--- config.mk ---
export PLATFORM = sky130hd
export DESIGN_NAME = dce_engine
export DESIGN_NICKNAME = d
export VERILOG_FILES = /design/src/core/dce_pkg.sv /design/src/core/dce_engine.sv
export VERILOG_INCLUDE_DIRS = /design/src /design/src/core
export SDC_FILE = /design/constraint.sdc
export NUM_CORES = 1
export LEC_CHECK = 0
export BUFFER_PORTS_ARGS = -buffer_cell sky130_fd_sc_hd__buf_2
export CORE_MARGIN = 2
export CORE_UTILIZATION = 58
export DETAILED_ROUTE_END_ITERATION = 8
export GPL_TIMING_DRIVEN = 1
export PLACE_DENSITY_LB_ADDON = 0.08
export SYNTH_ARGS = -nofsm -noshare
export SYNTH_HDL_FRONTEND = slang
export SYNTH_SLANG_ARGS = --single-unit
--- constraint.sdc ---
create_clock -name i_clock -period 3.2 [get_ports i_clock]
set_input_delay 0.16 -clock i_clock [delete_from_list [all_inputs] [get_ports i_clock]]
set_output_delay 0.16 -clock i_clock [all_outputs]
set_load 0.005 [all_outputs]
--- src/core/dce_defs.svh ---
// Command codes, control bit positions and fixed values of the debug engine
`ifndef DCE_DEFS_SVH
`define DCE_DEFS_SVH
`define DCE_CMD_RD_STAT 8'h02
`define DCE_CMD_WR_CTL 8'h04
`define DCE_CMD_RD_CTL 8'h05
`define DCE_CMD_WR_PM 8'h0A
`define DCE_CMD_RD_PM 8'h0B
`define DCE_CMD_WR_DM 8'h0C
`define DCE_CMD_RD_DM 8'h0D
`define DCE_CMD_CRC 8'h0E
`define DCE_CMD_STEP 8'h10
`define DCE_CMD_STUFF 8'h11
`define DCE_CMD_EXEC 8'h12
`define DCE_FILL_BYTE 8'hFF
`define DCE_CRC_FILL 16'hFFFF
`define DCE_CRC_INIT 16'hFFFF
`define DCE_CRC_POLY 16'h1021
`define DCE_CTL_RESET 8'h00
`define DCE_CTL_WMASK 8'hF1
`define DCE_BIT_DBG 7
`define DCE_BIT_BREAKPOINT_ENABLE_BIT 6
`define DCE_BIT_ACK 5
`define DCE_BIT_LOOP 4
`define DCE_BIT_RST 0
`define DCE_PM_BYTES 65536
`endif

--- src/core/dce_pkg.sv ---
// Types shared by the debug command engine and its users
package dce_pkg;
    typedef enum logic [3:0] {
        DCE_ST_IDLE = 4'h0,
        DCE_ST_ADDR_H = 4'h1,
        DCE_ST_ADDR_L = 4'h3,
        DCE_ST_SIZE_H = 4'h2,
        DCE_ST_SIZE_L = 4'h6,
        DCE_ST_DATA = 4'h7,
        DCE_ST_CRC = 4'h5,
        DCE_ST_CRC_TX = 4'h4,
        DCE_ST_RESP = 4'hC,
        DCE_ST_WCTL = 4'hD,
        DCE_ST_STUFF = 4'hF,
        DCE_ST_EXEC_OP = 4'hE,
        DCE_ST_EXEC_LEN = 4'hA,
        DCE_ST_EXEC_BYTES = 4'hB
    } dce_state_type;

    typedef struct packed {
        logic re;
        logic we;
        logic [15:0] addr;
        logic [7:0] wdata;
    } dce_mem_req_type;

    typedef struct packed {
        logic step;
        logic stuff;
        logic exec;
        logic [7:0] opcode;
        logic [4:0][7:0] ibuf;
    } dce_cpu_cmd_type;

    typedef struct packed {
        dce_state_type state;
        logic [7:0] ctl;
        logic brk_seen;
        logic ack_pend;
        logic [7:0] cmd;
        logic [7:0] resp;
        logic [15:0] addr;
        logic [16:0] count;
        logic rd_wait;
        logic tx_valid;
        logic [7:0] tx_data;
        logic [15:0] crc;
        logic [2:0] ilen;
        logic [2:0] icnt;
        dce_mem_req_type pm;
        dce_mem_req_type dm;
        dce_cpu_cmd_type cpu;
    } dce_regs_type;
endpackage

--- src/core/dce_engine.sv ---
// Debug command engine: host byte commands to memories, CPU and control
`timescale 1ns/1ps
`include "dce_defs.svh"

// Operation
// Program write: cmd, address, size, data
// Drop program writes unless flash unlocked
// Program read returns FFH when gated
// Data write framed alike, gated drops
// Data read FFH only outside debug
// CRC-CCITT over program memory, FFFFH gated
// CRC answer comes after memory sweep
// Step one instruction when allowed
// Stuff host opcode, rest from memory
// Execute host instruction of 1-5 bytes
// 81H reset-stop, 41H reset-go, 40H run
// Debug bit halts fetch, resets zero
// Read protect forbids clearing debug bit
// Breakpoint enable gates breakpoint opcode
// Breakpoint halts, or CPU spins
// Send FFH on breakpoint if enabled
// Control bit 0 resets device, self-clears
// Host writes reserved bits as zero
// Status bit 7: halted or breakpoint seen
// Status: halt mode, protect, zeros
// Host waits for full previous response
module dce_engine #(
    parameter int PM_BYTES = `DCE_PM_BYTES // Program memory size
) (
    input wire logic i_clock,                 // System clock
    input wire logic i_arst_n,                // Async reset, active low
    input wire logic i_rx_valid,              // Host byte present
    input wire logic [7:0] i_rx_data,         // Host byte
    output logic o_tx_valid,                  // Byte for host
    output logic [7:0] o_tx_data,             // Byte value for host
    input wire logic i_tx_ready,              // Link takes byte
    output dce_pkg::dce_mem_req_type o_pm,    // Program memory request
    input wire logic [7:0] i_pm_rdata,        // Program read data
    output dce_pkg::dce_mem_req_type o_dm,    // Data memory request
    input wire logic [7:0] i_dm_rdata,        // Data read data
    input wire logic i_flash_unlocked,        // Flash controller unlocked
    input wire logic i_rp_option,             // Protect option, 0 active
    input wire logic i_cpu_brk,               // Breakpoint opcode decoded
    input wire logic i_cpu_halt_mode,         // CPU in halt mode
    input wire logic [2:0] i_cpu_ilen,        // Length of o_cpu.opcode
    input wire logic i_reset_done,            // Device reset finished
    output dce_pkg::dce_cpu_cmd_type o_cpu,   // Step, stuff, execute
    output logic o_cpu_halt,                  // Stop instruction fetch
    output logic o_brk_enable,                // Breakpoint opcode active
    output logic o_brk_spin,                  // Spin on breakpoint
    output logic o_sys_reset                  // Device reset request
);
    import dce_pkg::*;

    dce_regs_type r;
    dce_regs_type next_r;
    logic dbg;
    logic rp;
    logic ok;
    logic [7:0] status;
    function automatic logic [15:0] crc_byte(input logic [15:0] c,
                                             input logic [7:0] d);
        logic [15:0] x;
        x = c ^ {d, 8'h00};
        for (int i = 0; i < 8; i++) begin
            x = x[15] ? ({x[14:0], 1'b0} ^ `DCE_CRC_POLY)
                      : {x[14:0], 1'b0};
        end
        return x;
    endfunction

    assign dbg = r.ctl[`DCE_BIT_DBG];
    assign rp = ~i_rp_option;
    assign ok = dbg && !rp;
    // status layout
    assign status = {dbg | r.brk_seen, i_cpu_halt_mode, rp, 5'h00};

    always_comb begin
        next_r = r;
        next_r.pm.re = 1'b0;
        next_r.pm.we = 1'b0;
        next_r.dm.re = 1'b0;
        next_r.dm.we = 1'b0;
        next_r.cpu.step = 1'b0;
        next_r.cpu.stuff = 1'b0;
        next_r.cpu.exec = 1'b0;
        if (r.tx_valid && i_tx_ready) begin
            next_r.tx_valid = 1'b0;
        end
        // reset bit self-clears
        if (r.ctl[`DCE_BIT_RST] && i_reset_done) begin
            next_r.ctl[`DCE_BIT_RST] = 1'b0;
        end
        unique case (r.state)
            DCE_ST_IDLE: begin
                if (i_rx_valid) begin
                    next_r.cmd = i_rx_data;
                    case (i_rx_data)
                        `DCE_CMD_RD_STAT: begin
                            next_r.resp = status;
                            next_r.state = DCE_ST_RESP;
                        end
                        `DCE_CMD_RD_CTL: begin
                            next_r.resp = r.ctl;
                            next_r.state = DCE_ST_RESP;
                        end
                        `DCE_CMD_WR_CTL: next_r.state = DCE_ST_WCTL;
                        `DCE_CMD_WR_PM, `DCE_CMD_RD_PM,
                        `DCE_CMD_WR_DM, `DCE_CMD_RD_DM: begin
                            next_r.state = DCE_ST_ADDR_H;
                        end
                        // gated CRC answer
                        `DCE_CMD_CRC: begin
                            next_r.addr = 16'h0000;
                            next_r.count = 17'(PM_BYTES);
                            next_r.rd_wait = 1'b0;
                            next_r.icnt = 3'h0;
                            next_r.crc = dbg ? `DCE_CRC_INIT
                                             : `DCE_CRC_FILL;
                            next_r.state = dbg ? DCE_ST_CRC
                                               : DCE_ST_CRC_TX;
                        end
                        // step when allowed
                        `DCE_CMD_STEP: next_r.cpu.step = ok;
                        `DCE_CMD_STUFF: next_r.state = DCE_ST_STUFF;
                        `DCE_CMD_EXEC: next_r.state = DCE_ST_EXEC_OP;
                        default: ;
                    endcase
                end else if (r.ack_pend && !r.tx_valid) begin
                    // breakpoint acknowledge
                    next_r.ack_pend = 1'b0;
                    next_r.tx_valid = 1'b1;
                    next_r.tx_data = `DCE_FILL_BYTE;
                end
            end
            // address and size framing
            DCE_ST_ADDR_H: begin
                if (i_rx_valid) begin
                    next_r.addr[15:8] = i_rx_data;
                    next_r.state = DCE_ST_ADDR_L;
                end
            end
            DCE_ST_ADDR_L: begin
                if (i_rx_valid) begin
                    next_r.addr[7:0] = i_rx_data;
                    next_r.state = DCE_ST_SIZE_H;
                end
            end
            DCE_ST_SIZE_H: begin
                if (i_rx_valid) begin
                    next_r.count = {1'b0, i_rx_data, 8'h00};
                    next_r.state = DCE_ST_SIZE_L;
                end
            end
            DCE_ST_SIZE_L: begin
                if (i_rx_valid) begin
                    // Size zero stands for 65536 bytes
                    next_r.count = {r.count[15:8] == 8'h00
                                    && i_rx_data == 8'h00,
                                    r.count[15:8], i_rx_data};
                    next_r.rd_wait = 1'b0;
                    next_r.state = DCE_ST_DATA;
                end
            end
            DCE_ST_DATA: begin
                if (r.cmd == `DCE_CMD_WR_PM || r.cmd == `DCE_CMD_WR_DM) begin
                    if (i_rx_valid) begin
                        // flash must be unlocked
                        next_r.pm.we = r.cmd == `DCE_CMD_WR_PM
                                       && ok && i_flash_unlocked;
                        // gated data writes
                        next_r.dm.we = r.cmd == `DCE_CMD_WR_DM && ok;
                        next_r.pm.addr = r.addr;
                        next_r.dm.addr = r.addr;
                        next_r.pm.wdata = i_rx_data;
                        next_r.dm.wdata = i_rx_data;
                        next_r.addr = r.addr + 16'h0001;
                        next_r.count = r.count - 17'h00001;
                        if (r.count == 17'h00001) begin
                            next_r.state = DCE_ST_IDLE;
                        end
                    end
                end else if (r.rd_wait) begin
                    next_r.rd_wait = 1'b0;
                    next_r.tx_valid = 1'b1;
                    next_r.tx_data = r.cmd == `DCE_CMD_RD_PM ? i_pm_rdata
                                                             : i_dm_rdata;
                    next_r.addr = r.addr + 16'h0001;
                    next_r.count = r.count - 17'h00001;
                    if (r.count == 17'h00001) begin
                        next_r.state = DCE_ST_IDLE;
                    end
                end else if (!r.tx_valid) begin
                    // read gates
                    if (r.cmd == `DCE_CMD_RD_PM ? !ok : !dbg) begin
                        next_r.tx_valid = 1'b1;
                        next_r.tx_data = `DCE_FILL_BYTE;
                        next_r.count = r.count - 17'h00001;
                        if (r.count == 17'h00001) begin
                            next_r.state = DCE_ST_IDLE;
                        end
                    end else begin
                        next_r.pm.re = r.cmd == `DCE_CMD_RD_PM;
                        next_r.dm.re = r.cmd == `DCE_CMD_RD_DM;
                        next_r.pm.addr = r.addr;
                        next_r.dm.addr = r.addr;
                        next_r.rd_wait = 1'b1;
                    end
                end
            end
            // one byte per cycle sweep
            DCE_ST_CRC: begin
                if (r.rd_wait) begin
                    next_r.crc = crc_byte(r.crc, i_pm_rdata);
                end
                next_r.rd_wait = r.count != 17'h00000;
                if (r.count != 17'h00000) begin
                    next_r.pm.re = 1'b1;
                    next_r.pm.addr = r.addr;
                    next_r.addr = r.addr + 16'h0001;
                    next_r.count = r.count - 17'h00001;
                end else if (!r.rd_wait) begin
                    next_r.state = DCE_ST_CRC_TX;
                end
            end
            DCE_ST_CRC_TX: begin
                if (!r.tx_valid) begin
                    next_r.tx_valid = 1'b1;
                    next_r.tx_data = r.icnt[0] ? r.crc[7:0] : r.crc[15:8];
                    next_r.icnt = 3'h1;
                    if (r.icnt[0]) begin
                        next_r.state = DCE_ST_IDLE;
                    end
                end
            end
            DCE_ST_RESP: begin
                if (!r.tx_valid) begin
                    next_r.tx_valid = 1'b1;
                    next_r.tx_data = r.resp;
                    next_r.state = DCE_ST_IDLE;
                end
            end
            DCE_ST_WCTL: begin
                if (i_rx_valid) begin
                    // control write
                    next_r.ctl = (i_rx_data & `DCE_CTL_WMASK)
                                 | {7'h00, next_r.ctl[`DCE_BIT_RST]};
                    // protected debug bit sticks
                    if (rp && dbg) begin
                        next_r.ctl[`DCE_BIT_DBG] = 1'b1;
                    end
                    next_r.brk_seen = 1'b0;
                    next_r.state = DCE_ST_IDLE;
                end
            end
            // stuff first opcode byte
            DCE_ST_STUFF: begin
                if (i_rx_valid) begin
                    next_r.cpu.opcode = i_rx_data;
                    next_r.cpu.stuff = ok;
                    next_r.state = DCE_ST_IDLE;
                end
            end
            // collect whole instruction
            DCE_ST_EXEC_OP: begin
                if (i_rx_valid) begin
                    next_r.cpu.opcode = i_rx_data;
                    next_r.cpu.ibuf = '0;
                    next_r.cpu.ibuf[0] = i_rx_data;
                    next_r.icnt = 3'h1;
                    next_r.state = DCE_ST_EXEC_LEN;
                end
            end
            DCE_ST_EXEC_LEN: begin
                next_r.ilen = i_cpu_ilen;
                if (i_cpu_ilen <= 3'h1) begin
                    next_r.cpu.exec = ok;
                    next_r.state = DCE_ST_IDLE;
                end else begin
                    next_r.state = DCE_ST_EXEC_BYTES;
                end
            end
            DCE_ST_EXEC_BYTES: begin
                if (i_rx_valid) begin
                    next_r.cpu.ibuf[r.icnt] = i_rx_data;
                    next_r.icnt = r.icnt + 3'h1;
                    if (r.icnt + 3'h1 >= r.ilen || r.icnt == 3'h4) begin
                        next_r.cpu.exec = ok;
                        next_r.state = DCE_ST_IDLE;
                    end
                end
            end
            default: next_r.state = DCE_ST_IDLE;
        endcase
        // breakpoint only when enabled
        if (i_cpu_brk && r.ctl[`DCE_BIT_BREAKPOINT_ENABLE_BIT]) begin
            next_r.brk_seen = 1'b1;
            // halt unless spinning
            if (!r.ctl[`DCE_BIT_LOOP]) begin
                next_r.ctl[`DCE_BIT_DBG] = 1'b1;
            end
            if (r.ctl[`DCE_BIT_ACK]) begin
                next_r.ack_pend = 1'b1;
            end
        end
    end

    always_ff @(posedge i_clock or negedge i_arst_n) begin
        if (!i_arst_n) begin
            r <= '0;
        end else begin
            r <= next_r;
        end
    end

    assign o_tx_valid = r.tx_valid;
    assign o_tx_data = r.tx_data;
    assign o_pm = r.pm;
    assign o_dm = r.dm;
    assign o_cpu = r.cpu;
    assign o_cpu_halt = r.ctl[`DCE_BIT_DBG];
    assign o_brk_enable = r.ctl[`DCE_BIT_BREAKPOINT_ENABLE_BIT];
    assign o_brk_spin = r.ctl[`DCE_BIT_LOOP];
    assign o_sys_reset = r.ctl[`DCE_BIT_RST];

    AST_PM_WR_GATE: assert property (
        @(posedge i_clock) disable iff (!i_arst_n)
        r.pm.we |-> $past(i_flash_unlocked && ok))
        else $error("program write while locked or gated");
    AST_PM_RD_FILL: assert property (
        @(posedge i_clock) disable iff (!i_arst_n)
        (r.state == DCE_ST_DATA && r.cmd == `DCE_CMD_RD_PM && !ok
         && !r.rd_wait && !r.tx_valid)
        |=> r.tx_valid && r.tx_data == `DCE_FILL_BYTE && !r.pm.re)
        else $error("gated program read did not return FFH");
    AST_DM_WR_GATE: assert property (
        @(posedge i_clock) disable iff (!i_arst_n)
        r.dm.we |-> $past(ok))
        else $error("data write while gated");
    AST_DM_RD_PROT: assert property (
        @(posedge i_clock) disable iff (!i_arst_n)
        (r.state == DCE_ST_DATA && r.cmd == `DCE_CMD_RD_DM && dbg
         && !r.rd_wait && !r.tx_valid) |=> r.dm.re ##1 r.tx_valid)
        else $error("data read blocked in debug mode");
    AST_CRC_FILL: assert property (
        @(posedge i_clock) disable iff (!i_arst_n)
        (r.state == DCE_ST_IDLE && i_rx_valid
         && i_rx_data == `DCE_CMD_CRC && !dbg)
        |=> r.state == DCE_ST_CRC_TX && r.crc == `DCE_CRC_FILL)
        else $error("CRC outside debug mode not FFFFH");
    AST_STEP_GATE: assert property (
        @(posedge i_clock) disable iff (!i_arst_n)
        (r.cpu.step || r.cpu.stuff || r.cpu.exec) |-> $past(ok))
        else $error("instruction issued while gated");
    AST_RP_HOLD: assert property (
        @(posedge i_clock) disable iff (!i_arst_n)
        (rp && dbg) |=> r.ctl[`DCE_BIT_DBG])
        else $error("debug bit cleared under read protect");
    AST_BRK_HALT: assert property (
        @(posedge i_clock) disable iff (!i_arst_n)
        (i_cpu_brk && r.ctl[`DCE_BIT_BREAKPOINT_ENABLE_BIT] && !r.ctl[`DCE_BIT_LOOP])
        |=> o_cpu_halt && status[7])
        else $error("enabled breakpoint did not halt");
    AST_BRK_ACK: assert property (
        @(posedge i_clock) disable iff (!i_arst_n)
        (i_cpu_brk && r.ctl[`DCE_BIT_BREAKPOINT_ENABLE_BIT] && r.ctl[`DCE_BIT_ACK])
        |=> r.ack_pend)
        else $error("breakpoint acknowledge not queued");
endmodule

## Word-level counts from Yosys, hierarchy flattened

Cells that the tools add are included.

| operators by class | value |
|---|---|
| $add $sub $neg | 3 |
| $lt $le $gt $ge | 4 |
| equal/unequal tests | 65 |
| muxes and demuxes | 122 |
| bitwise logic cells | 13 |
| reductions and logical operators | 54 |

Operator list:

| operator | count |
|---|---|
| 16-bit two-way mux | 10 |
| 13-bit two-way mux | 9 |
| 33-bit two-way mux | 3 |
| 17-bit case mux with 5 select lines | 1 |
| 4-bit two-way mux | 21 |
| 40-bit case mux with 2 select lines | 1 |
| 8-bit by 4-bit equality test with 1-bit output (second input constant) | 9 |
| 16-bit case mux with 2 select lines | 2 |
| 8-bit case mux with 4 select lines | 2 |
| 4-bit case mux with 14 select lines | 1 |
| 27-bit two-way mux | 2 |
| 9-bit two-way mux | 6 |
| 17-bit two-way mux | 3 |
| 25-bit two-way mux | 2 |
| 50-bit two-way mux | 1 |
| 48-bit two-way mux | 1 |
| 2-bit != test (second input constant) | 22 |
| 40-bit bitwise mux | 1 |
| 40-bit two-way mux | 1 |
| 8-bit two-way mux | 5 |
| 9-bit case mux with 4 select lines | 1 |
| 34-bit two-way mux | 1 |
| 8-bit case mux with 2 select lines | 2 |
| 1-bit two-way mux | 31 |
| other kinds (55) | 123 |

| storage, ports and cells | value |
|---|---|
| flip-flop bits (word level) | 190 |
| input port bits | 36 |
| logic and storage cells | 294 |

## Logic depth before layout (Yosys ltp)

| depth | value |
|---|---|
| depth after elaboration | 19 |
| depth in mapped cells | 10 |
| mapped depth without buffers | 8 |

## Worst setup path before layout

Ideal clock, no wire load.

| path | value |
|---|---|
| kind | register to register |
| from | register r[103] (netlist name) |
| to | register r[194] (netlist name) |
| setup time | 0.128 ns |
| arrival time | 2.142 ns |
| slack | 0.930 ns |
| cell stages (with the launch flop) | 9 |
| cells stage by stage | dfrtp_1 inv_1 ha_1 ha_1 a21o_1 a221oi_1 a2111oi_2 nand3_2 mux2_1 |

| between the ends | value |
|---|---|
| cells in the longest elaborated chain, start to end | 5 |

Ends and longest elaborated chain:

| element | line | RTL |
|---|---|---|
| start, declared | dce_engine.sv:55 | `dce_regs_type r;` |
| start signal, assigned | dce_engine.sv:312 | `r <= next_r;` |
| 3-bit by 1-bit adder with 3-bit output | dce_engine.sv:287 | `if (r.icnt + 3'h1 >= r.ilen \|\| r.icnt == 3'h4) begin` |
| 3-bit >= comparator | dce_engine.sv:287 |  |
| 1-bit logical OR | dce_engine.sv:287 |  |
| 2-bit != test (no source line) | - |  |
| 19-bit AND reduction (no source line) * | - |  |

Mark *: on every way between the ends. The rest lies on a longest branch, timed or not.
A chain may end at the register's enable or synchronous reset.

## Final worst setup path

| path | value |
|---|---|
| from | register r[197] (netlist name) |
| to | register r (netlist bit o_tx_data[2]) |

| between the ends | value |
|---|---|
| cells in the longest elaborated chain, start to end | 3 |

Ends and longest elaborated chain:

| element | line | RTL |
|---|---|---|
| 4-bit by 3-bit equality test with 1-bit output, or another cell as far along | dce_engine.sv:94 | `unique case (r.state)` |
| 3-bit != test (no source line), or another cell as far along | - |  |
| 8-bit AND reduction (no source line) | - |  |

Parallel ways exist; a longest one is shown, timed or not.

==> metrics.md <==
| Metric | Value |
|---|---|
| Critical path launch point type | `flop` |
| GRT Util Overall | `0.286` |
| Drt first-iter violations | `approximately 770` |
| Clock Skew | `around 12 ps` |
| Sum Neg Setup Slack | `0 ps` |
| Largest net degree at the start of global routing | `84` |
| First-pass detailed-route iteration total | `6` |
| Die H | `between 100 and 150 µm` |
| Layout fillers | `between 1000 and 1500` |
| Crit path largest cell delay | `around 540 ps` |
| Max Cap Viol | `0` |
| Die area | `18600 µm²` |
| Critical setup path kind | `flop to flop` |
| Final ANT Viol Nets | `0` |
| Number of global-route vias before repair | `~7400` |
| Ys Warns | `0` |
| RSZ-0062 raised after global routing | `false` |
| Sequential power share | `0.385` |
| Worst skew pair latency | `approximately 440 ps` |
| Via count | `between 7000 and 8000` |
| Via density | `6.02` |
| Die W | `around 140 µm` |
| Comb pwr share | `0.385` |
| Clock Power Share | `0.230` |
| Worst Path Arrival | `~3100 ps` |
| Most common flop cell mapped by yosys | `dfrtp_1` |
| Diode count | `0` |
| Setup bufs post-CTS | `0` |
| Max FO, Critical Path | `16` |
| Register area share after synthesis | `0.454` |
| CP max-delay cell | `dfrtp_1` |
| Gr ovfl total | `0` |
| Worst min path class | `input port to flop` |
| H-tree depth | `4` |
| RePlAce Congestion | `around 0.91` |
| Sw Ratio | `0.392` |
| Root Driver | `clkbuf_16` |
| Syn avg cell area | `between 9 and 10 µm²` |
| Power Density | `just under 900 nW/µm²` |
| Layout net count | `1112` |
| Leak | `between 0.005 and 0.006 µW` |
| WP buf/inv | `1` |
| Total wire length | `roughly 26 mm` |
| Synth Net Count | `1073` |
| Worst-margin pin slew | `998 ps` |
| FF/Latch Area | `about 4600 µm²` |
| Worst slew margin | `0.328` |
| Ratio of cells with drive above 1 in the final layout | `0.250` |
| Rows | `48` |
| Wire per inst | `roughly 20 µm` |
| Layout area overhead | `8.10%` |
| Post-Synthesis Cell Area | `around 10000 µm²` |
| Status | `finished, final reports clean` |
| Util after Layout | `0.639` |
| Clock-pin slew on the worst setup and hold paths | `70 ps` |
| Max Slew Vio Count | `0` |
| Final hold viol count | `0` |
| Core area | `17200 µm²` |
| Worst path top cell family by delay | `simple AND/OR/NAND/NOR gates` |
| Seq cells post-synth | `approximately 180` |
| VDD IR max | `0.556 mV` |
| WP data required | `3520 ps` |
| EDFF count, synth | `0` |
| Multi-input logic area | `between 4000 and 5000 µm²` |
| Fin crit share | `0.882` |
| Final HPWL DP | `17.5 mm` |
| Fraction of registers with async set/reset | `1.00` |
| Yosys cell types | `82` |
| Cell Chain, Critical Path | `buf_4 > nand2b_1 > nor2_1 > o211ai_2 > nand2_2 > nand2_1 > o32a_1` |
| Gate count of the mapped netlist | `1029` |
| Psw | `roughly 3700 µW` |
| PortBufs | `roughly 150` |
| Max Freq | `354 MHz` |
| CTS tree | `built` |
| Sink Count | `about 180` |
| Initial Utilization | `0.591` |
| I/O pins | `about 150` |
| CTS max path bufs | `2` |
| DR DRC count | `0` |
| Min cycle time layout | `approximately 2800 ps` |
| Internal power | `just under 6000 µW` |
| TritonCTS Buffers | `17` |
| First-pass GRT wire length | `between 40 and 50 mm` |
| Crit. End Element | `flop` |
| Final setup violation count | `0` |
| Initial antenna violation count | `0` |
-- per-layer routing --
metal	share of wire	track usage	vias to the layer above	wire length (µm)
met4	0.026	0.0995	0	686
li1	-	-	3663	-
met3	0.067	0.0406	52	1750
met2	0.45	0.428	338	11600
met5	0	0	-	0
met1	0.46	0.427	3808	12000
-- cells by family after synthesis --
| logic type | after synthesis | synth area share |
|---|---|---|
| adders and majority gates | 8 | 0.00987 |
| AOI/OAI and AO/OA | 269 | 0.178 |
| and+or+nand+nor | 287 | 0.147 |
| muxes | 60 | 0.0645 |
| xor gates and xnor gates | 34 | 0.0293 |
| DFF | 184 | 0.454 |
| buffers and inverters | 187 | 0.118 |
-- state kept, by name, summed over array words and instances, names as in the netlist --
signal        cells
o_pm             18
o_tx_valid        1
o_brk_enable      1
o_sys_reset       1
o_tx_data         8
o_dm             26
o_cpu            51
o_cpu_halt        1
o_brk_spin        1
r                76
-- timing repair --
action                    in CTS  in global routing
hold buffers                   7                  0
hold endpoints to repair      85                  0
resized for setup              0                  0
-- worst paths after layout --
path / startpoint / to / slack, ps / cells after the start
min: i_tx_ready / o_tx_valid / 10 / 3
min in group asynchronous: i_arst_n / o_dm[20] / 320 / 2
min reg2reg: o_cpu[41] / o_cpu[41] / 480 / 2
max in group asynchronous: i_arst_n / r[108] / 2000 / 3
max: r[197] / o_tx_data[2] / 380 / 7
max reg2reg: r[197] / o_tx_data[2] / 380 / 7
-- placed cells by master, fill, tap and decap left out, types with 18 or more instances in the layout --
cell / instances
mux2_2: 29
nor2_1: 54
nand3_1: 23
buf_2: 150
a21oi_1: 38
o21ai_1: 41
nand2_1: 109
a22o_1: 27
buf_4: 24
inv_1: 22
xor2_1: 22
dfrtp_1: 184
o21ai_0: 66
a22oi_1: 18
-- power by group through the flow --
stage / combinational (µW) / clock [µW] / sequential, µW
finish: 3670 / 2190 / 3660
CTS: 3650 / 2210 / 3650
global route: 4100 / 2300 / 3750
detailed placement: 3630 / 0 / 3690
floorplan: 3160 / 0 / 3420
global placement: 3590 / 0 / 3680
-- worst register-to-register path, delay by kind of cell, from the launching register on --
family | cells | cell delay, ps
DFF | 1 | 540
AOI/OAI and AO/OA | 2 | 750
and+or+nand+nor | 4 | 1150
buffers and inverters | 1 | 280
-- cells in the mapped netlist (all sizes together), types with 2 or more instances --
master | n | area [µm²]
a2111oi | 4 | 41.3
a211oi | 2 | 20.0
a21o | 2 | 16.3
a21oi | 38 | 190
a22o | 27 | 236
a22oi | 19 | 148
a31oi | 6 | 43.8
a32oi | 4 | 35.0
a41o | 2 | 20.0
a41oi | 2 | 25.0
and2 | 6 | 37.5
and3 | 8 | 50.1
and3b | 2 | 17.5
buf | 137 | 1000
clkbuf | 26 | 97.6
dfrtp | 184 | 4600
ha | 8 | 100
inv | 24 | 90.1
mux2 | 43 | 484
mux2i | 17 | 170
nand2 | 110 | 415
nand2b | 7 | 43.8
nand3 | 25 | 135
nand3b | 4 | 30.0
nand4 | 9 | 62.6
nor2 | 55 | 209
nor2b | 6 | 37.5
nor3 | 23 | 158
nor3b | 2 | 15.0
nor4 | 10 | 98.8
nor4b | 2 | 38.8
o211ai | 4 | 35.0
o21ai | 108 | 544
o22a | 17 | 149
o22ai | 4 | 25.0
o2bb2ai | 9 | 78.8
o31ai | 2 | 15.0
o32a | 8 | 80.1
o41ai | 2 | 17.5
or2 | 4 | 25.0
or3 | 2 | 12.5
or4 | 7 | 60.1
xnor2 | 12 | 105
xor2 | 22 | 193
-- stage by stage --
stage	worst slack [ps]	hold slack, ps	instances	power (µW)	instance area, µm²
finish	377	14.1	1306	9520	11000
detailed placement	454	262	1267	7320	10300
global route	253	34.2	1306	10200	11000
floorplan	930	-136	1029	6580	10100
CTS	432	16.8	1306	9510	11000
global placement	455	261	1267	7270	10300
-- layout make-up --
class	instances	area share
flip-flops and latches	184	0.420
repair buffers	183	0.0941
multi-input cells	658	0.397
inverters	24	0.00821
clock buffers	18	0.0391
clock inverters	14	0.0165
well taps	225	0.0257
Power figures use the tool's default switching activity.
